**config.mk**
```make
export PLATFORM = sky130hd
export DESIGN_NAME = fmr_read_seq
export DESIGN_NICKNAME = d
export VERILOG_FILES = /design/src/core/fmr_pkg.sv /design/src/core/fmr_link_if.sv /design/src/core/fmr_read_seq.sv /design/src/core/fmr_pin_sync.sv
export SDC_FILE = /design/constraint.sdc
export NUM_CORES = 1
export LEC_CHECK = 0
export ABC_AREA = 0
export ABC_CLOCK_PERIOD_IN_PS = 5480
export BUFFER_PORTS_ARGS = -buffer_cell sky130_fd_sc_hd__buf_2
export CORE_MARGIN = 2
export CORE_UTILIZATION = 65
export DETAILED_ROUTE_END_ITERATION = 8
export HOLD_SLACK_MARGIN = 0.15
export PLACE_DENSITY = 0.94
export SYNTH_ARGS = -nofsm -noshare
export SYNTH_HDL_FRONTEND = slang
export SYNTH_SLANG_ARGS = --single-unit
```
**constraint.sdc**
```tcl
create_clock -name mclk -period 5.48 [get_ports mclk]
set_input_delay 0.274 -clock mclk [delete_from_list [all_inputs] [get_ports mclk]]
set_output_delay 0.274 -clock mclk [all_outputs]
set_load 0.005 [all_outputs]
```
**src/core/fmr_pkg.sv**
```systemverilog
/*
  Constants shared by the multi-line fast read logic: opcodes, phase
  lengths, field positions, reset values and the sequencer state type.
  Assumes a byte-wide flash array outside the block, read by address.
*/
`default_nettype none

package fmr_pkg;

  // ----------------------------------------------------------------
  // opcodes taken on the single line
  // ----------------------------------------------------------------
  localparam logic [7:0] OP_DUAL_OUT = 8'h3b;
  localparam logic [7:0] OP_QUAD_OUT = 8'h6b;
  localparam logic [7:0] OP_DUAL_IO = 8'hbb;
  localparam logic [7:0] OP_QUAD_IO = 8'heb;
  localparam logic [7:0] OP_SET_WRAP = 8'h77;

  // ----------------------------------------------------------------
  // phase lengths, in serial clocks or bits
  // ----------------------------------------------------------------
  localparam logic [5:0] OPCODE_CLKS = 6'h08;
  localparam logic [5:0] DUMMY_OUT_CLKS = 6'h08;
  localparam logic [5:0] DUMMY_QIO_CLKS = 6'h04;
  localparam int MODE_BITS = 8;
  localparam int WRAP_DUMMY_BITS = 24;
  localparam int WRAP_BITS = 8;

  // ----------------------------------------------------------------
  // field positions and reset values
  // ----------------------------------------------------------------
  localparam int MODE_SEL_LSB = 4;
  localparam logic [1:0] CONT_SELECT = 2'h2;
  localparam int WRAP_FIELD_LSB = 4;
  localparam int WRAP_DIS_POS = 0;
  localparam logic [2:0] WRAP_RESET = 3'h1;
  localparam logic [7:0] WRAP_MIN_BYTES = 8'h08;
  localparam logic [3:0] OE_ALL_OFF = 4'hf;
  localparam logic [3:0] OE_DUAL = 4'hc;
  localparam logic [3:0] OE_QUAD = 4'h0;

  // lanes per clock, as a shift count: 1, 2 or 4 lines
  localparam logic [1:0] LANE_1 = 2'h0;
  localparam logic [1:0] LANE_2 = 2'h1;
  localparam logic [1:0] LANE_4 = 2'h2;

  typedef enum logic [2:0] {
    ST_IDLE = 3'b000,
    ST_OPCODE = 3'b001,
    ST_ADDR = 3'b010,
    ST_MODE = 3'b011,
    ST_DUMMY = 3'b100,
    ST_DATA = 3'b101,
    ST_WRAP = 3'b110,
    ST_IGNORE = 3'b111
  } fmr_state_t;

endpackage

`default_nettype wire

```
**src/core/fmr_link_if.sv**
```systemverilog
/*
  Synchronised view of the serial pins, passed from the pin sampler
  to the read sequencer. Assumes both ends run on mclk.
*/
`timescale 1ns/1ns
`default_nettype none

interface fmr_link_if;
  logic sclk_rise;
  logic sclk_fall;
  logic cs_low;
  logic cs_start;
  logic cs_end;
  logic [3:0] dq;
  modport src(output sclk_rise, output sclk_fall, output cs_low, output cs_start,
    output cs_end, output dq);
  modport snk(input sclk_rise, input sclk_fall, input cs_low, input cs_start,
    input cs_end, input dq);
endinterface

`default_nettype wire

```
**src/core/fmr_read_seq.sv**
```systemverilog
/*
  Multi-line fast read sequencer of a serial flash: dual/quad output,
  dual/quad address-data reads, continuous read mode and burst wrap.
  Assumes the array answers mem_rdata for mem_addr within one mclk,
  and that busy and quad enable come from status logic on mclk.
*/
`timescale 1ns/1ns
`default_nettype none

// Overview of operation
// - opcode 3Bh: single-line address, data two bits per clock on lines 0-1.
// - dual output read has eight ignored dummy clocks after the address.
// - opcode 6Bh: data four bits per clock, same framing as 3Bh.
// - quad output read accepted only when quad enable is 1.
// - quad output read has eight ignored dummy clocks after the address.
// - opcode BBh: address taken two bits per clock on lines 0-1.
// - mode byte follows address of I/O reads; only its bits 5-4 matter.
// - mode select 10 lets the next dual I/O read skip its opcode.
// - any other mode select returns to full opcode on next access.
// - opcode EBh: address and mode four per clock, then four dummies.
// - quad I/O read honoured only with quad enable set.
// - mode select 10 lets the next quad I/O read skip its opcode.
// - with wrap on, quad I/O data wraps inside its aligned section.
// - wrap disable low enables wrap; length 8, 16, 32 or 64 bytes.
// - stored wrap setting applies to all later quad I/O reads.
// - wrap disable comes up as 1 after reset.
// - wrap command: opcode on one line, dummy and wrap bits four per clock; affects only quad I/O.
// - sample on rising serial edge, drive on falling edge, MSB first.
// - address increments after each output byte, streaming on.
// - reads while busy are ignored and leave the busy cycle alone.
module fmr_read_seq #(
  parameter int ADDR_W = 24
) (
  input wire logic mclk,
  input wire logic reset,
  input wire logic cs_n_pin,
  input wire logic sclk_pin,
  input wire logic [3:0] dq_in,
  output logic [3:0] dq_out,
  output logic [3:0] dq_oe_n,
  input wire logic quad_enable_bit,
  input wire logic busy_cycle_flag,
  input wire logic [7:0] mem_rdata,
  output logic [ADDR_W-1:0] mem_addr,
  output logic cont_mode,
  output logic [2:0] wrap_setting_bits
);

  // ----------------------------------------------------------------
  // elaboration checks
  // ----------------------------------------------------------------
  // address must split evenly over 1, 2 and 4 lines and cover a page
  if (ADDR_W < 12 || ADDR_W > 32 || (ADDR_W % 4) != 0) begin : g_bad_addr
    $error("fmr_read_seq: ADDR_W must be a multiple of 4 from 12 to 32");
  end

  localparam int SW = ADDR_W;

  fmr_link_if lk ();

  fmr_pin_sync u_sync (
    .mclk(mclk),
    .reset(reset),
    .cs_n_pin(cs_n_pin),
    .sclk_pin(sclk_pin),
    .dq_pin(dq_in),
    .lk(lk)
  );

  fmr_pkg::fmr_state_t state_q, state_d;
  logic [7:0] cmd_q, cmd_d, cont_cmd_q, cont_cmd_d, byte_q, byte_d;
  logic [1:0] lane_q, lane_d, beat_q, beat_d;
  logic [5:0] cnt_q, cnt_d;
  logic [SW-1:0] shift_q, shift_d, addr_q, addr_d;
  logic cont_q, cont_d;
  logic [2:0] wrap_q, wrap_d;
  logic [3:0] dq_out_q, dq_out_d, oe_n_q, oe_n_d;

  // ----------------------------------------------------------------
  // command helpers
  // ----------------------------------------------------------------
  // input lanes per opcode
  function automatic logic [1:0] lane_of(input logic [7:0] op);
    logic [1:0] l;
    l = fmr_pkg::LANE_1;
    if (op == fmr_pkg::OP_DUAL_IO) l = fmr_pkg::LANE_2;
    if (op == fmr_pkg::OP_QUAD_IO || op == fmr_pkg::OP_SET_WRAP) l = fmr_pkg::LANE_4;
    return l;
  endfunction

  // clocks of the address (or wrap dummy) phase
  function automatic logic [5:0] addr_clks(input logic [7:0] op);
    logic [5:0] c;
    c = 6'(ADDR_W >> lane_of(op));
    if (op == fmr_pkg::OP_SET_WRAP) c = 6'(fmr_pkg::WRAP_DUMMY_BITS >> fmr_pkg::LANE_4);
    return c;
  endfunction

  // ----------------------------------------------------------------
  // decode of incoming bits and opcode
  // ----------------------------------------------------------------
  // lines shift in MSB first, the highest line in use holding the oldest bit of a beat
  wire [SW-1:0] shift_in = (lane_q == fmr_pkg::LANE_4) ? {shift_q[SW-5:0], lk.dq[3:0]} :
    (lane_q == fmr_pkg::LANE_2) ? {shift_q[SW-3:0], lk.dq[1:0]} :
    {shift_q[SW-2:0], lk.dq[0]};
  wire cnt_last = (cnt_q == 6'h01);
  wire [7:0] op_byte = shift_in[7:0];
  wire op_known = (op_byte == fmr_pkg::OP_DUAL_OUT) || (op_byte == fmr_pkg::OP_QUAD_OUT) ||
    (op_byte == fmr_pkg::OP_DUAL_IO) || (op_byte == fmr_pkg::OP_QUAD_IO) ||
    (op_byte == fmr_pkg::OP_SET_WRAP);
  wire op_quad = (op_byte == fmr_pkg::OP_QUAD_OUT) || (op_byte == fmr_pkg::OP_QUAD_IO);
  wire op_ok = op_known && !busy_cycle_flag && (!op_quad || quad_enable_bit);
  wire cmd_io = (cmd_q == fmr_pkg::OP_DUAL_IO) || (cmd_q == fmr_pkg::OP_QUAD_IO);
  wire cmd_out_dual = (cmd_q == fmr_pkg::OP_DUAL_OUT) || (cmd_q == fmr_pkg::OP_DUAL_IO);
  // resumed quad I/O also needs quad enable
  wire cont_resume = cont_q && (cont_cmd_q == fmr_pkg::OP_DUAL_IO || quad_enable_bit);
  wire [1:0] beat_last = cmd_out_dual ? 2'h3 : 2'h1;

  // ----------------------------------------------------------------
  // wrapped address step
  // ----------------------------------------------------------------
  // wrap only ever shapes the quad I/O read
  wire wrap_on = (cmd_q == fmr_pkg::OP_QUAD_IO) && !wrap_q[fmr_pkg::WRAP_DIS_POS];
  wire [7:0] wrap_mask = 8'((fmr_pkg::WRAP_MIN_BYTES << wrap_q[2:1]) - 8'h01);
  wire [SW-1:0] addr_inc = SW'(addr_q + 1'b1);
  // low bits wrap in the aligned section, upper bits hold
  wire [SW-1:0] addr_next = wrap_on ?
    {addr_q[SW-1:8], (addr_q[7:0] & ~wrap_mask) | (addr_inc[7:0] & wrap_mask)} : addr_inc;
  wire [7:0] out_src = (beat_q == 2'h0) ? mem_rdata : byte_q;

  // ----------------------------------------------------------------
  // sequencer next state
  // ----------------------------------------------------------------
  always_comb begin
    state_d = state_q;
    cmd_d = cmd_q;
    lane_d = lane_q;
    cnt_d = cnt_q;
    shift_d = shift_q;
    addr_d = addr_q;
    cont_d = cont_q;
    cont_cmd_d = cont_cmd_q;
    wrap_d = wrap_q;
    beat_d = beat_q;
    byte_d = byte_q;
    dq_out_d = dq_out_q;
    oe_n_d = oe_n_q;
    if (lk.cs_end) begin
      // frame end releases lines, continuous mode kept
      state_d = fmr_pkg::ST_IDLE;
      oe_n_d = fmr_pkg::OE_ALL_OFF;
      beat_d = 2'h0;
    end else begin
      case (state_q)
        fmr_pkg::ST_IDLE: begin
          if (lk.cs_start) begin
            beat_d = 2'h0;
            if (busy_cycle_flag) begin
              state_d = fmr_pkg::ST_IGNORE;
            end else if (cont_resume) begin
              // skip the opcode, start on the address
              state_d = fmr_pkg::ST_ADDR;
              cmd_d = cont_cmd_q;
              lane_d = lane_of(cont_cmd_q);
              cnt_d = addr_clks(cont_cmd_q);
            end else begin
              state_d = fmr_pkg::ST_OPCODE;
              lane_d = fmr_pkg::LANE_1;
              cnt_d = fmr_pkg::OPCODE_CLKS;
            end
          end
        end
        fmr_pkg::ST_OPCODE: begin
          if (lk.sclk_rise) begin
            shift_d = shift_in;
            cnt_d = cnt_q - 6'h01;
            if (cnt_last) begin
              cmd_d = op_byte;
              lane_d = lane_of(op_byte);
              cnt_d = addr_clks(op_byte);
              state_d = op_ok ? fmr_pkg::ST_ADDR : fmr_pkg::ST_IGNORE;
            end
          end
        end
        fmr_pkg::ST_ADDR: begin
          // address width per clock follows lane_q
          if (lk.sclk_rise) begin
            shift_d = shift_in;
            cnt_d = cnt_q - 6'h01;
            if (cnt_last) begin
              if (cmd_q == fmr_pkg::OP_SET_WRAP) begin
                state_d = fmr_pkg::ST_WRAP;
                cnt_d = 6'(fmr_pkg::WRAP_BITS >> fmr_pkg::LANE_4);
              end else if (cmd_io) begin
                addr_d = shift_in;
                state_d = fmr_pkg::ST_MODE;
                cnt_d = 6'(fmr_pkg::MODE_BITS >> lane_q);
              end else begin
                addr_d = shift_in;
                state_d = fmr_pkg::ST_DUMMY;
                cnt_d = fmr_pkg::DUMMY_OUT_CLKS;
              end
            end
          end
        end
        fmr_pkg::ST_MODE: begin
          if (lk.sclk_rise) begin
            shift_d = shift_in;
            cnt_d = cnt_q - 6'h01;
            if (cnt_last) begin
              // only the select bits of the upper nibble are kept
              cont_d = (shift_in[fmr_pkg::MODE_SEL_LSB +: 2] == fmr_pkg::CONT_SELECT);
              cont_cmd_d = cmd_q;
              // quad I/O waits four dummies, dual I/O none
              state_d = (cmd_q == fmr_pkg::OP_QUAD_IO) ? fmr_pkg::ST_DUMMY : fmr_pkg::ST_DATA;
              cnt_d = fmr_pkg::DUMMY_QIO_CLKS;
            end
          end
        end
        fmr_pkg::ST_DUMMY: begin
          // input lines ignored while dummies run
          if (lk.sclk_rise) begin
            cnt_d = cnt_q - 6'h01;
            if (cnt_last) begin
              state_d = fmr_pkg::ST_DATA;
            end
          end
        end
        fmr_pkg::ST_DATA: begin
          // lines turn round only at the first data falling edge
          if (lk.sclk_fall) begin
            // two or four bits a beat, upper bits on upper lines
            dq_out_d = cmd_out_dual ? {2'b00, out_src[7:6]} : out_src[7:4];
            byte_d = cmd_out_dual ? {out_src[5:0], 2'b00} : {out_src[3:0], 4'h0};
            // dual reads drive lines 0-1 only
            oe_n_d = cmd_out_dual ? fmr_pkg::OE_DUAL : fmr_pkg::OE_QUAD;
            beat_d = beat_q + 2'h1;
            if (beat_q == beat_last) begin
              // next byte address after the last beat
              beat_d = 2'h0;
              addr_d = addr_next;
            end
          end
        end
        fmr_pkg::ST_WRAP: begin
          if (lk.sclk_rise) begin
            shift_d = shift_in;
            cnt_d = cnt_q - 6'h01;
            if (cnt_last) begin
              // keep wrap length and disable bit, drop the rest
              wrap_d = shift_in[fmr_pkg::WRAP_FIELD_LSB +: 3];
              state_d = fmr_pkg::ST_IGNORE;
            end
          end
        end
        fmr_pkg::ST_IGNORE: begin
          state_d = fmr_pkg::ST_IGNORE;
        end
        default: begin
          state_d = fmr_pkg::ST_IDLE;
        end
      endcase
    end
  end

  // ----------------------------------------------------------------
  // registers
  // ----------------------------------------------------------------
  // sequencer state; wrap setting survives every frame
  always_ff @(posedge mclk) begin
    if (reset) begin
      state_q <= fmr_pkg::ST_IDLE;
      cmd_q <= 8'h00;
      lane_q <= fmr_pkg::LANE_1;
      cnt_q <= 6'h00;
      cont_q <= 1'b0;
      cont_cmd_q <= 8'h00;
      wrap_q <= fmr_pkg::WRAP_RESET;
    end else begin
      state_q <= state_d;
      cmd_q <= cmd_d;
      lane_q <= lane_d;
      cnt_q <= cnt_d;
      cont_q <= cont_d;
      cont_cmd_q <= cont_cmd_d;
      wrap_q <= wrap_d;
    end
  end

  // data path and pins
  always_ff @(posedge mclk) begin
    if (reset) begin
      shift_q <= '0;
      addr_q <= '0;
      beat_q <= 2'h0;
      byte_q <= 8'h00;
      dq_out_q <= 4'h0;
      oe_n_q <= fmr_pkg::OE_ALL_OFF;
    end else begin
      shift_q <= shift_d;
      addr_q <= addr_d;
      beat_q <= beat_d;
      byte_q <= byte_d;
      dq_out_q <= dq_out_d;
      oe_n_q <= oe_n_d;
    end
  end

  assign dq_out = dq_out_q;
  assign dq_oe_n = oe_n_q;
  assign mem_addr = addr_q;
  assign cont_mode = cont_q;
  assign wrap_setting_bits = wrap_q;
endmodule

`default_nettype wire

```
**src/core/fmr_pin_sync.sv**
```systemverilog
/*
  Pin sampler: two-flop synchronisers for chip select, serial clock and
  data lines, plus edge detection on the synchronised copies.
  Assumes mclk is several times faster than the serial clock.
*/
`timescale 1ns/1ns
`default_nettype none

module fmr_pin_sync (
  input wire logic mclk,
  input wire logic reset,
  input wire logic cs_n_pin,
  input wire logic sclk_pin,
  input wire logic [3:0] dq_pin,
  fmr_link_if.src lk
);

  logic cs_s1_q, cs_s2_q, cs_s3_q;
  logic ck_s1_q, ck_s2_q, ck_s3_q;
  logic [3:0] dq_s1_q, dq_s2_q;

  // ----------------------------------------------------------------
  // synchronisers; first stages feed only the second stages
  // ----------------------------------------------------------------
  always_ff @(posedge mclk) begin
    if (reset) begin
      cs_s1_q <= 1'b1;
      cs_s2_q <= 1'b1;
      cs_s3_q <= 1'b1;
      ck_s1_q <= 1'b0;
      ck_s2_q <= 1'b0;
      ck_s3_q <= 1'b0;
      dq_s1_q <= 4'h0;
      dq_s2_q <= 4'h0;
    end else begin
      cs_s1_q <= cs_n_pin;
      cs_s2_q <= cs_s1_q;
      cs_s3_q <= cs_s2_q;
      ck_s1_q <= sclk_pin;
      ck_s2_q <= ck_s1_q;
      ck_s3_q <= ck_s2_q;
      dq_s1_q <= dq_pin;
      dq_s2_q <= dq_s1_q;
    end
  end

  // edges from stage two against stage three; data is of the same age
  assign lk.sclk_rise = ck_s2_q & ~ck_s3_q;
  assign lk.sclk_fall = ~ck_s2_q & ck_s3_q;
  assign lk.cs_low = ~cs_s2_q;
  assign lk.cs_start = cs_s3_q & ~cs_s2_q;
  assign lk.cs_end = ~cs_s3_q & cs_s2_q;
  assign lk.dq = dq_s2_q;

endmodule

`default_nettype wire

```
* Yosys cells after proc, flatten, opt, wreduce, memory -nomap -nowiden
Index checks and enable logic that the tools add are counted.
** Storage, ports and cells
- Logic and storage cells :: 199
- Output and inout bits :: 36
- Input port bits :: 18
- Bits in registers :: 110
** Operators by class
- Reduce and logical (&&, ||, !) cells :: 40
- Eq/ne operators :: 42
- Bitwise logic cells :: 13
- Mux-type cells :: 74
- Shifts and indexed selects :: 4
- Add/sub/neg operators :: 4
** Operator list (number)
- $mux 24 :: 8
- $mux 6 :: 14
- $mux 8 :: 7
- $eq 8x8->1 const B :: 6
- $pmux 24 s2 :: 1
- $mux 3 :: 15
- $mux 2 :: 19
- $ne 2x2->1 const B :: 17
- $eq 8x7->1 const B :: 4
- $pmux 6 s5 :: 1
- $add 24x1->24 const B :: 1
- $pmux 3 s7 :: 1
- $and 8x8->8 :: 2
- $eq 8x6->1 const B :: 2
- $pmux 8 s2 :: 1
- $reduce_and 8->1 :: 2
- $reduce_and 7->1 :: 2
- $eq 3x3->1 const B :: 4
- $reduce_and 12->1 :: 1
- $shr 5x2->6 const A :: 2
- $logic_or 1x1->1 :: 11
- $reduce_and 3->1 :: 3
- $mux 4 :: 2
- $not 8->8 :: 1
- other kinds (29) :: 50

* Depth between registers and ports, before layout
Gate-level depths: netlist (run 1).
- Word-level depth :: 15
- Depth in mapped cells :: 9
- Gate-level depth less buffers :: 8

* Hierarchy
From an unflattened synthesis (run 1), not the netlist that was laid out.
** Second synthesis, totals
- Cells, all modules :: 808
- Area, all modules :: 6423.7 um^2
** Modules (own cells, without submodules)
- fmr_read_seq :: sequential area each 1841.8 um^2, area each 6012.0 um^2, cells an instance 774, times used 1
- fmr_pin_sync :: sequential area each 280.3 um^2, area each 411.6 um^2, cells an instance 34, times used 1

* Worst setup path after synthesis (run 1)
OpenSTA, ideal clock, no wires.
- Path kind :: reg2reg
- From :: reg lane_q[1]
- To :: reg lane_q[1]
- Slack :: 3.366 ns
- Buffers on the path :: 1
- Cell stages (with the launch flop) :: 8
- Arrival :: 2.026 ns
- Data required time :: 5.392 ns
- Cell sequence :: dfxtp_1 > buf_6 > xor2_1 > mux2i_1 > nand2_1 > or4b_4 > a21o_1 > a311oi_2
** Between the ends
- Cells in the longest elaborated chain, start to end :: 9
- Elaborated cells on any way between the ends :: 11
** Ends and longest elaborated chain
- start: declaration :: RTL line fmr_read_seq.sv:72 : logic [1:0] lane_q, lane_d, beat_q, beat_d;
- start signal: assignment :: RTL line fmr_read_seq.sv:274 : lane_q <= fmr_pkg::LANE_1;
- start signal: assignment :: RTL line fmr_read_seq.sv:282 : lane_q <= lane_d;
- $eq 2x1->1 :: RTL line fmr_read_seq.sv:104 : (lane_q == fmr_pkg::LANE_2) ? {shift_q[SW-3:0], lk.dq[1:0]} :
- $mux 24 :: RTL line fmr_read_seq.sv:104
- $mux 24 (*) :: RTL line fmr_read_seq.sv:103 : wire [SW-1:0] shift_in = (lane_q == fmr_pkg::LANE_4) ? {shift_q[SW-5:0], lk.dq[3:0]} :
- $eq 8x8->1 / $eq 8x7->1 (equally long branches) :: RTL line fmr_read_seq.sv:87 : if (op == fmr_pkg::OP_QUAD_IO || op == fmr_pkg::OP_SET_WRAP) l = fmr_pkg::LANE_4;
- $logic_or 1x1->1 (*) :: RTL line fmr_read_seq.sv:87
- $mux 2 (*) :: RTL line fmr_read_seq.sv:87
- $mux 2 (*)
- $mux 2 (*) :: RTL line fmr_read_seq.sv:174 : if (lk.sclk_rise) begin
- $pmux 2 s2 (*) :: RTL line fmr_read_seq.sv:154 : case (state_q)
Mark *: on every way between the ends. The rest lies on a longest branch, timed or not. The select of a mux whose other input is x is not followed.
A chain may end at the register's enable or synchronous reset.

* Worst setup path in the final report (run 1)
- From :: reg state_q[0]
- To :: reg addr_q[20] (netlist: mem_addr[20])
** Between the ends
- Cells in the longest elaborated chain, start to end :: 3
- Elaborated cells on any way between the ends :: 11
** Ends and longest elaborated chain
- start: declaration :: RTL line fmr_read_seq.sv:70 : fmr_pkg::fmr_state_t state_q, state_d;
- start signal: assignment :: RTL line fmr_read_seq.sv:272 : state_q <= fmr_pkg::ST_IDLE;
- start signal: assignment :: RTL line fmr_read_seq.sv:280 : state_q <= state_d;
- $eq 3x3->1 / $eq 3x2->1 (equally long branches) :: RTL line fmr_read_seq.sv:154
- $ne 2x2->1 (no source line) / $reduce_bool 2->1 (equally long branches)
- $reduce_and 8->1 (no source line)
- end signal: assignment :: RTL line fmr_read_seq.sv:301 : addr_q <= addr_d;
- end: declaration :: RTL line fmr_read_seq.sv:74 : logic [SW-1:0] shift_q, shift_d, addr_q, addr_d;
Parallel ways exist; a longest one is shown, timed or not.

==> flow_metrics.env, run 1 <==
export IMPL_status="finished, violations left"
export IMPL_failed_checks="max-capacitance violations, max-slew violations"
export IMPL_hold_path_class="in -> reg"
export IMPL_grt_pass1_vias=5866
export IMPL_power_per_cell_area_nw_per_um2=227.6
export IMPL_dr_pass1_iters=6
export IMPL_antenna_found_initial=0
export IMPL_track_usage=0.3556
export IMPL_drt_iter0_markers=807
export IMPL_cp_arrival_ns=3.82
export IMPL_diodes=0
export IMPL_crit_chain="and3b_1 -> buf_4 -> nand4_1 -> a211oi_2 -> o221ai_1 -> o211a_1"
export IMPL_grt_remaining_overflow=0
export IMPL_finalNonFillerCells=953
export IMPL_relSlewSlack=-0.01205
export IMPL_synth_cell_type_count=77
export IMPL_cap_viol_max_count=1
export IMPL_dp_cells=931
export IMPL_worst_path_max_fanout=29
export IMPL_fin_tns_setup_ns=0
export IMPL_synth_main_ff_cell="dfxtp_1"
export IMPL_peakVddDrop_v=0.0001803
export IMPL_grt_pass1_wl_um=29180
export IMPL_multi_input_area_um2=3885
export IMPL_synthArstFlopShare=0
export IMPL_post_cts_buffers=0
export IMPL_synth_seq_cells=106
export IMPL_ant_nets=0
export IMPL_synthCells=797
export IMPL_ys_seq_area_frac=0.3372
export IMPL_timing_rr_end="mem_addr[20]$_SDFFE_PP0P_"
export IMPL_clock_sinks=106
export IMPL_crit_type="reg -> reg"
export IMPL_layout_drive_gt1_share=0.1311
export IMPL_ys_warn_count=0
export IMPL_dieArea_um2=10480
export IMPL_nets=842
export IMPL_ios=54
export IMPL_vias_per_cell=6.841
export IMPL_synth_edf_count=0
export IMPL_fill_cells=644
export IMPL_cts_hold_buffers=6
export IMPL_leakagePower_uw=0.002349
export IMPL_die_x_um=102.4
export IMPL_synth_net_count=820
export IMPL_period_share=0.6452
export IMPL_cts_root_buf="clkbuf_8"
export IMPL_port_buffers=53
export IMPL_clock_skew_ns=0.01486
export IMPL_reg2reg_from="state_q[0]$_SDFFE_PP0P_"
export IMPL_crit_path_top_delay_cell="a211oi_2"
export IMPL_tightest_slew_ns=1.515
export IMPL_cts_made_buffers=9
export IMPL_worstPathRequired_ns=5.77
export IMPL_finalHoldViolations=0
export IMPL_start_util=0.6746
export IMPL_dp_hpwl_um=12400
export IMPL_routed_wl_um=18690
export IMPL_rsz0062_at_grt="no"
export IMPL_cts_resized=0
export IMPL_crit_path_end_kind="flip-flop"
export IMPL_clkSlewWorstSetupHoldPaths_ns=0.12
export IMPL_max_freq_mhz=282.8
export IMPL_syn_area_um2=6292
export IMPL_drv_slew=21
export IMPL_whs_endpoint="byte_q[2]$_SDFFE_PP0P_"
export IMPL_htree_levels=3
export IMPL_drc_errors=0
export IMPL_chipHeight_um=102.4
export IMPL_fin_crit_ns=3.536
export IMPL_synth_area_per_cell_um2=7.895
export IMPL_cpPeakStageDelay_ns=1.24
export IMPL_reg2reg_slack_ns=1.94
export IMPL_grt_start_max_net_pins=70
export IMPL_wl_per_cell_um=19.61
export IMPL_r2r_cells=6
export IMPL_min_from="mem_rdata[0]"
export IMPL_syn_to_final_growth_pct=8.471
export IMPL_via_count=6519
export IMPL_coreArea_um2=9328
export IMPL_seqCellArea_um2=2123
export IMPL_num_rows=35
export IMPL_clk_latency_ns=0.39
export IMPL_finalSetupViolCount=0
export IMPL_start_kind="flip-flop"
export IMPL_gp_congestion=0.9544
export IMPL_cts_tree="yes"
export IMPL_clockBufferDepth=2
export IMPL_worstHoldPathCells=3
-- through the flow --
stage          total power (µW)  instance area, µm²  hold WS (ns)  utilization  setup slack [ns]
2_1_floorplan             941.8                6292        0.3778            -             3.366
5_1_grt                    1587                6825        0.1755       0.7317             1.903
6_report                   1553                6825        0.1672       0.7317             1.944
3_5_place_dp              983.7                6533        0.4060       0.7003             2.293
3_3_place_gp              977.9                6533        0.3917       0.7003             2.438
4_1_cts                    1539                6825        0.1592       0.7317             2.233
-- cell type report --
class	count	share of cell area
multi-input cells	622	0.5692
flip-flops and latches	106	0.3111
repair buffers	64	0.05316
well taps	129	0.02365
clock buffers	9	0.01815
clock inverters	7	0.01595
inverters	16	0.008799
-- worst max path at each step --
stage	start	end	slack, ns	cells past startpoint
6_report	state_q[0]$_SDFFE_PP0P_	mem_addr[20]$_SDFFE_PP0P_	1.94	6
5_1_grt	cnt_q[0]$_SDFFE_PP0P_	mem_addr[20]$_SDFFE_PP0P_	1.90	7
4_1_cts	state_q[0]$_SDFFE_PP0P_	mem_addr[20]$_SDFFE_PP0P_	2.23	6
3_5_place_dp	state_q[0]$_SDFFE_PP0P_	mem_addr[13]$_SDFFE_PP0P_	2.29	6
3_3_place_gp	state_q[0]$_SDFFE_PP0P_	mem_addr[20]$_SDFFE_PP0P_	2.44	6
2_1_floorplan	lane_q[1]$_SDFFE_PP0P_	lane_q[1]$_SDFFE_PP0P_	3.37	7
-- logic make-up (layout without fill, tap and decap cells) --
group,Yosys count,after routing,synth area share
compound gates,202,202,0.2124
xor+xnor,10,10,0.01392
fa+ha+maj,7,7,0.01312
mux,66,66,0.1116
simple gates,337,337,0.2653
buf+inv,69,96,0.04653
flops,106,106,0.3372
-- layout by cell type, fill, tap and decap left out, drive strengths merged, types with 10 or more instances in the layout --
cell type,netlist,final
nor3,31,31
buf,18,58
a31oi,11,11
a21oi,59,59
inv,16,19
mux2i,54,54
nand4,13,13
nor2,109,109
nand2b,12,12
mux2,10,10
a211oi,32,32
nor2b,25,25
dfxtp,106,106
nand2,71,71
o21ai,33,33
nand3,22,22
-- flip-flops by register name, indices dropped and copies added (netlist names), named ones only --
register and count:
dq_out 4, cont_cmd_q 8, wrap_setting_bits 3, cont_mode 1, cnt_q 6, u_sync.ck_s2_q 1, state_q 3, u_sync.dq_s1_q 4
u_sync.cs_s1_q 1, dq_oe_n 2, cmd_q 8, u_sync.ck_s3_q 1, u_sync.cs_s3_q 1, mem_addr 19, shift_q 23, u_sync.cs_s2_q 1
u_sync.lk.dq 4, byte_q 6, lane_q 2, u_sync.ck_s1_q 1, beat_q 2
-- critical path, delay by kind of cell, from the launching register on --
kind            cells  cell delay, ns
compound gates      3            1.82
buf+inv             1            0.31
simple gates        2            0.48
flops               1            0.79
-- synth_stat cells, types with 7 or more instances --
library cell  number  area share
dfxtp_1          106        0.34
inv_1             15      0.0089
mux2_2            10       0.018
nand2b_1          12       0.012
mux2i_1           53       0.084
a211oi_1          32       0.038
clkbuf_1          34       0.020
a21oi_1           58       0.046
nand4_1           13       0.013
a311oi_1           8       0.011
nor3_1            29       0.023
buf_2              9      0.0072
nand3_1           22       0.017
o21ai_1            9      0.0072
and2_1             7      0.0070
o211ai_1           8      0.0095
nand2_1           71       0.042
o21ai_0           23       0.018
or2_2              7      0.0070
nor2_1           109       0.065
nor2b_1           25       0.025
a31oi_1           11       0.011
-- per-layer routing --
metal  up-vias  wire length (µm)  part of all wire  global-route usage
met4         0               727             0.039              0.1333
li1       2940                 -                 -                   -
met3        87              2169              0.12             0.07250
met1      2989              7200              0.39              0.4741
met5         -                 0                 0                   0
met2       503              8589              0.46              0.5719
-- power breakdown --
part	internal (µW)	total [µW]	switching, µW
Combinational	65.1	172	107
Sequential	784	807	23.0
Clock	267	574	306
Total	1120	1550	437
Note: power is estimated with default switching activity, not from simulation.
==> run 2, diff against run 1 <==
--- a/config.mk
+++ b/config.mk
@@ -6,13 +6,13 @@
 export NUM_CORES = 1
 export LEC_CHECK = 0
 export ABC_AREA = 0
-export ABC_CLOCK_PERIOD_IN_PS = 5480
+export ABC_CLOCK_PERIOD_IN_PS = 3600
 export BUFFER_PORTS_ARGS = -buffer_cell sky130_fd_sc_hd__buf_2
 export CORE_MARGIN = 2
-export CORE_UTILIZATION = 65
+export CORE_UTILIZATION = 60
 export DETAILED_ROUTE_END_ITERATION = 8
 export HOLD_SLACK_MARGIN = 0.15
-export PLACE_DENSITY = 0.94
+export PLACE_DENSITY = 0.88
 export SYNTH_ARGS = -nofsm -noshare
 export SYNTH_HDL_FRONTEND = slang
 export SYNTH_SLANG_ARGS = --single-unit
==> constraint.sdc (replaced) <==
create_clock -name mclk -period 3.6 [get_ports mclk]
set_input_delay 0.18 -clock mclk [delete_from_list [all_inputs] [get_ports mclk]]
set_output_delay 0.18 -clock mclk [all_outputs]
set_load 0.005 [all_outputs]
==> flow_metrics.env, run 2 (same netlist as run 1, synthesis figures left out) <==
export IMPL_status="finished, final reports clean"
export IMPL_worstPathRequired_ns=3.92
export IMPL_clk_latency_ns=0.40
export IMPL_wl_per_cell_um=17.82
export IMPL_cts_resized=0
export IMPL_worst_slack_ns=0.6903
export IMPL_ios=54
export IMPL_hold_path_class="in -> reg"
export IMPL_fin_tns_setup_ns=0
export IMPL_syn_to_final_growth_pct=8.908
export IMPL_drv_slew=0
export IMPL_multi_input_area_um2=3885
export IMPL_clockBufferDepth=2
export IMPL_cp_common_cell="nor3_1"
export IMPL_grt_pass1_vias=5719
export IMPL_htree_levels=3
export IMPL_finalHoldViolations=0
export IMPL_top_register="shift_q"
export IMPL_cts_root_buf="clkbuf_8"
export IMPL_period_share=0.8083
export IMPL_relSlewSlack=0.3900
export IMPL_layout_drive_gt1_share=0.1360
export IMPL_gp_congestion=0.9778
export IMPL_clock_sinks=106
export IMPL_leakagePower_uw=0.002367
export IMPL_via_count=6306
export IMPL_cp_arrival_ns=3.23
export IMPL_max_freq_mhz=343.7
export IMPL_drt_iter0_markers=631
export IMPL_crit_path_end_kind="flip-flop"
export IMPL_clkSlewWorstSetupHoldPaths_ns=0.12
export IMPL_post_place_ws_ns=0.8369
export IMPL_dr_pass1_iters=6
export IMPL_vias_per_cell=6.521
export IMPL_cts_made_buffers=9
export IMPL_grt_start_max_net_pins=64
export IMPL_port_buffers=53
export IMPL_grt_pass1_wl_um=27950
export IMPL_cts_tree="yes"
export IMPL_largest_reg_flops=23
export IMPL_routed_wl_um=17230
export IMPL_dp_hpwl_um=12010
export IMPL_power_per_cell_area_nw_per_um2=326.3
export IMPL_crit_chain="nand2_1 -> or2_1 -> nor3_2 -> a211o_1 -> nor3_1 -> nor3_1"
export IMPL_drc_errors=0
export IMPL_finalSetupViolCount=0
export IMPL_crit_type="reg -> reg"
export IMPL_worst_path_max_fanout=23
export IMPL_antenna_found_initial=0
export IMPL_fill_cells=794
export IMPL_cpPeakStageDelay_ns=0.79
export IMPL_tightest_slew_ns=0.9130
export IMPL_peakVddDrop_v=0.0003223
export IMPL_hold_ws_ns=0.1787
export IMPL_cap_viol_max_count=0
export IMPL_dieArea_um2=11320
export IMPL_seqCellArea_um2=2123
export IMPL_clock_skew_ns=0.02024
export IMPL_crit_path_top_delay_cell="dfxtp_1"
export IMPL_start_kind="flip-flop"
export IMPL_layout_commonest_cell="nor2_1"
export IMPL_layout_common_cells="nor2_1 (108), dfxtp_1 (105), nand2_1 (71)"
export IMPL_coreArea_um2=10230
export IMPL_cts_hold_buffers=8
export IMPL_grt_remaining_overflow=0
export IMPL_die_x_um=106.4
export IMPL_rsz0062_at_grt="no"
export IMPL_fin_crit_ns=2.910
export IMPL_post_cts_buffers=0
export IMPL_ant_nets=0
export IMPL_diodes=0
export IMPL_crit_family="simple AND/OR/NAND/NOR gates"
export IMPL_nets=849
export IMPL_path_buf_inv=0
export IMPL_start_util=0.6150
export IMPL_chipHeight_um=106.4
export IMPL_track_usage=0.3063
export IMPL_num_rows=37
## run 2: changes by cell type in the layout (fill, tap and decap cells not counted), sizes merged
cell,before,now
clkinv,2,3
dlygate4sd3,6,8
buf,58,63
bufinv,2,0
inv,19,20
## run 2: metal layers
metal,part of all wire,GRT usage
met5,0,0
met4,0.032,0.1372
met3,0.10,0.06438
met2,0.45,0.4611
met1,0.41,0.4217
## run 2: path summary, 6_finish.rpt
path | startpoint | cells after the start | slack, ns | to
worst max-delay path | state_q[0]$_SDFFE_PP0P_ | 6 | 0.69 | mem_addr[18]$_SDFFE_PP0P_
worst min-delay path | busy_cycle_flag | 3 | 0.18 | state_q[2]$_SDFFE_PP0P_
worst max register to register | state_q[0]$_SDFFE_PP0P_ | 6 | 0.69 | mem_addr[18]$_SDFFE_PP0P_
worst min register to register | u_sync.dq_s1_q[3]$_SDFF_PP0_ | 1 | 0.45 | u_sync.lk.dq[3]$_SDFF_PP0_
## run 2: where the power goes
group	switching (µW)	internal (µW)	leakage (µW)
sequential	36.1	1190	0.000858
clock	475	273	0.000101
combinational	157	102	0.00141
total	668	1570	0.00237
## run 2: worst register-to-register path: cells and delay by family (launching register included)
family | cells | cell delay (ns)
flops | 1 | 0.79
compound gates | 1 | 0.50
simple gates | 5 | 1.54
## run 2: layout make-up
class                   instances  area share
clock inverters                 7     0.01022
flip-flops and latches        106      0.3098
well taps                     136     0.02483
inverters                      16    0.008764
multi-input cells             622      0.5669
clock buffers                   9     0.01808
repair buffers                 71     0.06135
## run 2: per-stage QoR
stage          cell area, µm²  instances  utilization  total power (µW)
2_1_floorplan            6292        797            -              1434
3_3_place_gp             6579        943       0.6430              1491
3_5_place_dp             6579        943       0.6430              1499
4_1_cts                  6853        967       0.6698              2225
5_1_grt                  6853        967       0.6698              2304
6_report                 6853        967       0.6698              2236
==> run 3, diff against run 2 <==
--- a/config.mk
+++ b/config.mk
@@ -5,14 +5,14 @@
 export SDC_FILE = /design/constraint.sdc
 export NUM_CORES = 1
 export LEC_CHECK = 0
-export ABC_AREA = 0
-export ABC_CLOCK_PERIOD_IN_PS = 3600
+export ABC_AREA = 1
+export ABC_CLOCK_PERIOD_IN_PS = 2450
 export BUFFER_PORTS_ARGS = -buffer_cell sky130_fd_sc_hd__buf_2
 export CORE_MARGIN = 2
-export CORE_UTILIZATION = 60
+export CORE_UTILIZATION = 55
 export DETAILED_ROUTE_END_ITERATION = 8
 export HOLD_SLACK_MARGIN = 0.15
-export PLACE_DENSITY = 0.88
+export PLACE_DENSITY = 0.85
 export SYNTH_ARGS = -nofsm -noshare
 export SYNTH_HDL_FRONTEND = slang
 export SYNTH_SLANG_ARGS = --single-unit
==> constraint.sdc (replaced) <==
create_clock -name mclk -period 2.45 [get_ports mclk]
set_input_delay 0.1225 -clock mclk [delete_from_list [all_inputs] [get_ports mclk]]
set_output_delay 0.1225 -clock mclk [all_outputs]
set_load 0.005 [all_outputs]
==> flow_metrics.env, run 3 <==
export IMPL_timing_rr_end="cnt_q[2]$_SDFFE_PP0P_"
export IMPL_layout_commonest_cell="nand2_1"
export IMPL_power_per_cell_area_nw_per_um2=863.4
export IMPL_synth_seq_cells=106
export IMPL_cp_arrival_ns=2.46
export IMPL_start_kind="flip-flop"
export IMPL_period_share=0.8838
export IMPL_largest_reg_flops=23
export IMPL_coreArea_um2=10980
export IMPL_post_cts_buffers=0
export IMPL_grt_pass1_vias=5723
export IMPL_tightest_slew_ns=0.6160
export IMPL_clk_latency_ns=0.36
export IMPL_yosysTopAreaCellShare=0.3386
export IMPL_worstHoldPathCells=4
export IMPL_grt_start_max_net_pins=47
export IMPL_gp_congestion=1.048
export IMPL_start_util=0.5706
export IMPL_crit_path_end_kind="flip-flop"
export IMPL_die_x_um=110.7
export IMPL_crit_type="reg -> reg"
export IMPL_rsz0062_at_grt="no"
export IMPL_status="finished, final reports clean"
export IMPL_finalSetupViolCount=0
export IMPL_antenna_found_initial=0
export IMPL_synthArstFlopShare=0
export IMPL_diodes=0
export IMPL_peakVddDrop_v=0.0006835
export IMPL_dieArea_um2=12260
export IMPL_fin_crit_ns=2.165
export IMPL_whs_endpoint="byte_q[6]$_SDFFE_PP0P_"
export IMPL_chipHeight_um=110.7
export IMPL_fin_tns_setup_ns=0
export IMPL_drc_errors=0
export IMPL_synth_net_count=986
export IMPL_layout_common_cells="nand2_1 (195), inv_1 (119), nor2_1 (109)"
export IMPL_ys_seq_area_frac=0.3386
export IMPL_htree_levels=3
export IMPL_leakagePower_uw=0.003159
export IMPL_reg2reg_slack_ns=0.28
export IMPL_port_buffers=53
export IMPL_track_usage=0.2728
export IMPL_via_count=6495
export IMPL_syn_to_final_growth_pct=12.22
export IMPL_cts_tree="yes"
export IMPL_finalHoldViolations=0
export IMPL_vias_per_cell=5.575
export IMPL_ios=54
export IMPL_worst_path_max_fanout=17
export IMPL_clockBufferDepth=2
export IMPL_synth_area_per_cell_um2=6.508
export IMPL_p_total_uw=6072
export IMPL_r2r_cells=12
export IMPL_drv_slew=0
export IMPL_synth_edf_count=0
export IMPL_worstPathRequired_ns=2.75
export IMPL_cts_made_buffers=9
export IMPL_max_freq_mhz=461.8
export IMPL_finalNonFillerCells=1165
export IMPL_synth_cell_type_count=47
export IMPL_yosysMostFrequentCell="nand2_1"
export IMPL_ys_warn_count=0
export IMPL_dp_cells=1140
export IMPL_num_rows=38
export IMPL_clkSlewWorstSetupHoldPaths_ns=0.08
export IMPL_drt_iter0_markers=708
export IMPL_layout_drive_gt1_share=0.1463
export IMPL_dp_hpwl_um=12290
export IMPL_cap_viol_max_count=0
export IMPL_clock_skew_ns=0.008140
export IMPL_wl_per_cell_um=14.38
export IMPL_ant_nets=0
export IMPL_cts_root_buf="clkbuf_16"
export IMPL_clock_sinks=106
export IMPL_grt_remaining_overflow=0
export IMPL_min_from="mem_rdata[2]"
export IMPL_synth_main_ff_cell="dfxtp_1"
export IMPL_nets=1043
export IMPL_relSlewSlack=0.5894
export IMPL_routed_wl_um=16750
export IMPL_reg2reg_from="lane_q[1]$_SDFFE_PP0P_"
export IMPL_synthTopCellsByCount="nand2_1 (195), inv_1 (119), nor2_1 (111)"
export IMPL_synth_area_leaders="dfxtp_1 (34%), nand2_1 (12%), o21ai_0 (8.1%)"
export IMPL_grt_pass1_wl_um=27890
export IMPL_hold_path_class="in -> reg"
export IMPL_syn_area_um2=6267
export IMPL_hold_ws_ns=0.1900
export IMPL_dr_pass1_iters=5
export IMPL_synthCells=963
export IMPL_top_register="shift_q"
export IMPL_synth_largest_area_cell="dfxtp_1"
## run 3: cell count changes after synthesis, moves of 22 or more
cell,previous run,this run
a21oi_1,58,80
nand3_1,22,57
o21ai_0,23,101
inv_1,15,119
mux2i_1,53,0
nor2b_1,25,0
a211oi_1,32,3
nand2_1,71,195
## run 3: logic make-up after synthesis
| family | Yosys count | synth area share |
|---|---|---|
| buffers and inverters | 164 | 0.1082 |
| muxes | 6 | 0.01078 |
| DFF | 106 | 0.3386 |
| xor gates and xnor gates | 6 | 0.008386 |
| and+or+nand+nor | 440 | 0.3156 |
| adders and majority gates | 5 | 0.009982 |
| AOI/OAI and AO/OA | 236 | 0.2084 |
## run 3: critical path, stage by stage (launching register included)
cell and delay [ns]:
dfxtp_1 0.53, inv_4 0.12, nor2_4 0.33, nand2_1 0.11
nand3_2 0.18, nand2_2 0.08, nor2_4 0.13, nand2_1 0.09
nor2_1 0.20, nor2_1 0.09, nand3_1 0.07, nand2_1 0.06
a21oi_2 0.10
## run 3: area by class of cell
type | count | area [µm²]
timing repair buffer | 82 | 505.5
tap | 140 | 175.2
clock inverter | 5 | 36.28
fill | 989 | 3950
sequential | 106 | 2122
multi-input combinational | 693 | 3472
inverter | 128 | 489.2
clock buffer | 11 | 232.7
## run 3: stage by stage
stage | area (µm²) | utilization | setup WS, ns
after detailed placement | 6671 | 0.6074 | 0.3025
final | 7033 | 0.6404 | 0.2846
after CTS | 7030 | 0.6401 | 0.2856
after floorplan | 6267 | - | 0.5811
after global placement | 6671 | 0.6074 | 0.3328
after global routing | 7033 | 0.6404 | 0.01801
## run 3: layer usage
layer / track usage / part of all wire / vias to the layer above
li1: - / - / 3286
met1: 0.4005 / 0.46 / 2908
met2: 0.4012 / 0.42 / 274
met3: 0.05085 / 0.092 / 27
met4: 0.09167 / 0.019 / 0
met5: 0 / 0 / -
## run 3: worst max-delay path by stage
| stage | slack (ns) | to | from | depth (start not counted) |
|---|---|---|---|---|
| 2_1_floorplan | 0.58 | mem_addr[18]$_SDFFE_PP0P_ | mem_addr[0]$_SDFFE_PP0P_ | 14 |
| 3_3_place_gp | 0.33 | mem_addr[18]$_SDFFE_PP0P_ | mem_addr[1]$_SDFFE_PP0P_ | 14 |
| 3_5_place_dp | 0.30 | mem_addr[18]$_SDFFE_PP0P_ | mem_addr[0]$_SDFFE_PP0P_ | 14 |
| 4_1_cts | 0.29 | mem_addr[18]$_SDFFE_PP0P_ | mem_addr[0]$_SDFFE_PP0P_ | 14 |
| 5_1_grt | 0.02 | mem_addr[18]$_SDFFE_PP0P_ | mem_addr[1]$_SDFFE_PP0P_ | 14 |
| 6_report | 0.28 | cnt_q[2]$_SDFFE_PP0P_ | lane_q[1]$_SDFFE_PP0P_ | 12 |
## run 3: timing repair
item                       4_1_cts  5_1_grt
hold endpoints to repair        13        0
hold buffers                     9        0
setup endpoints to repair        0        1
resized for setup                0        1
## run 3: power by group
group / internal (µW) / total [µW] / switching, µW
clock: 699 / 1390 / 690
combinational: 826 / 2500 / 1670
sequential: 1930 / 2190 / 254
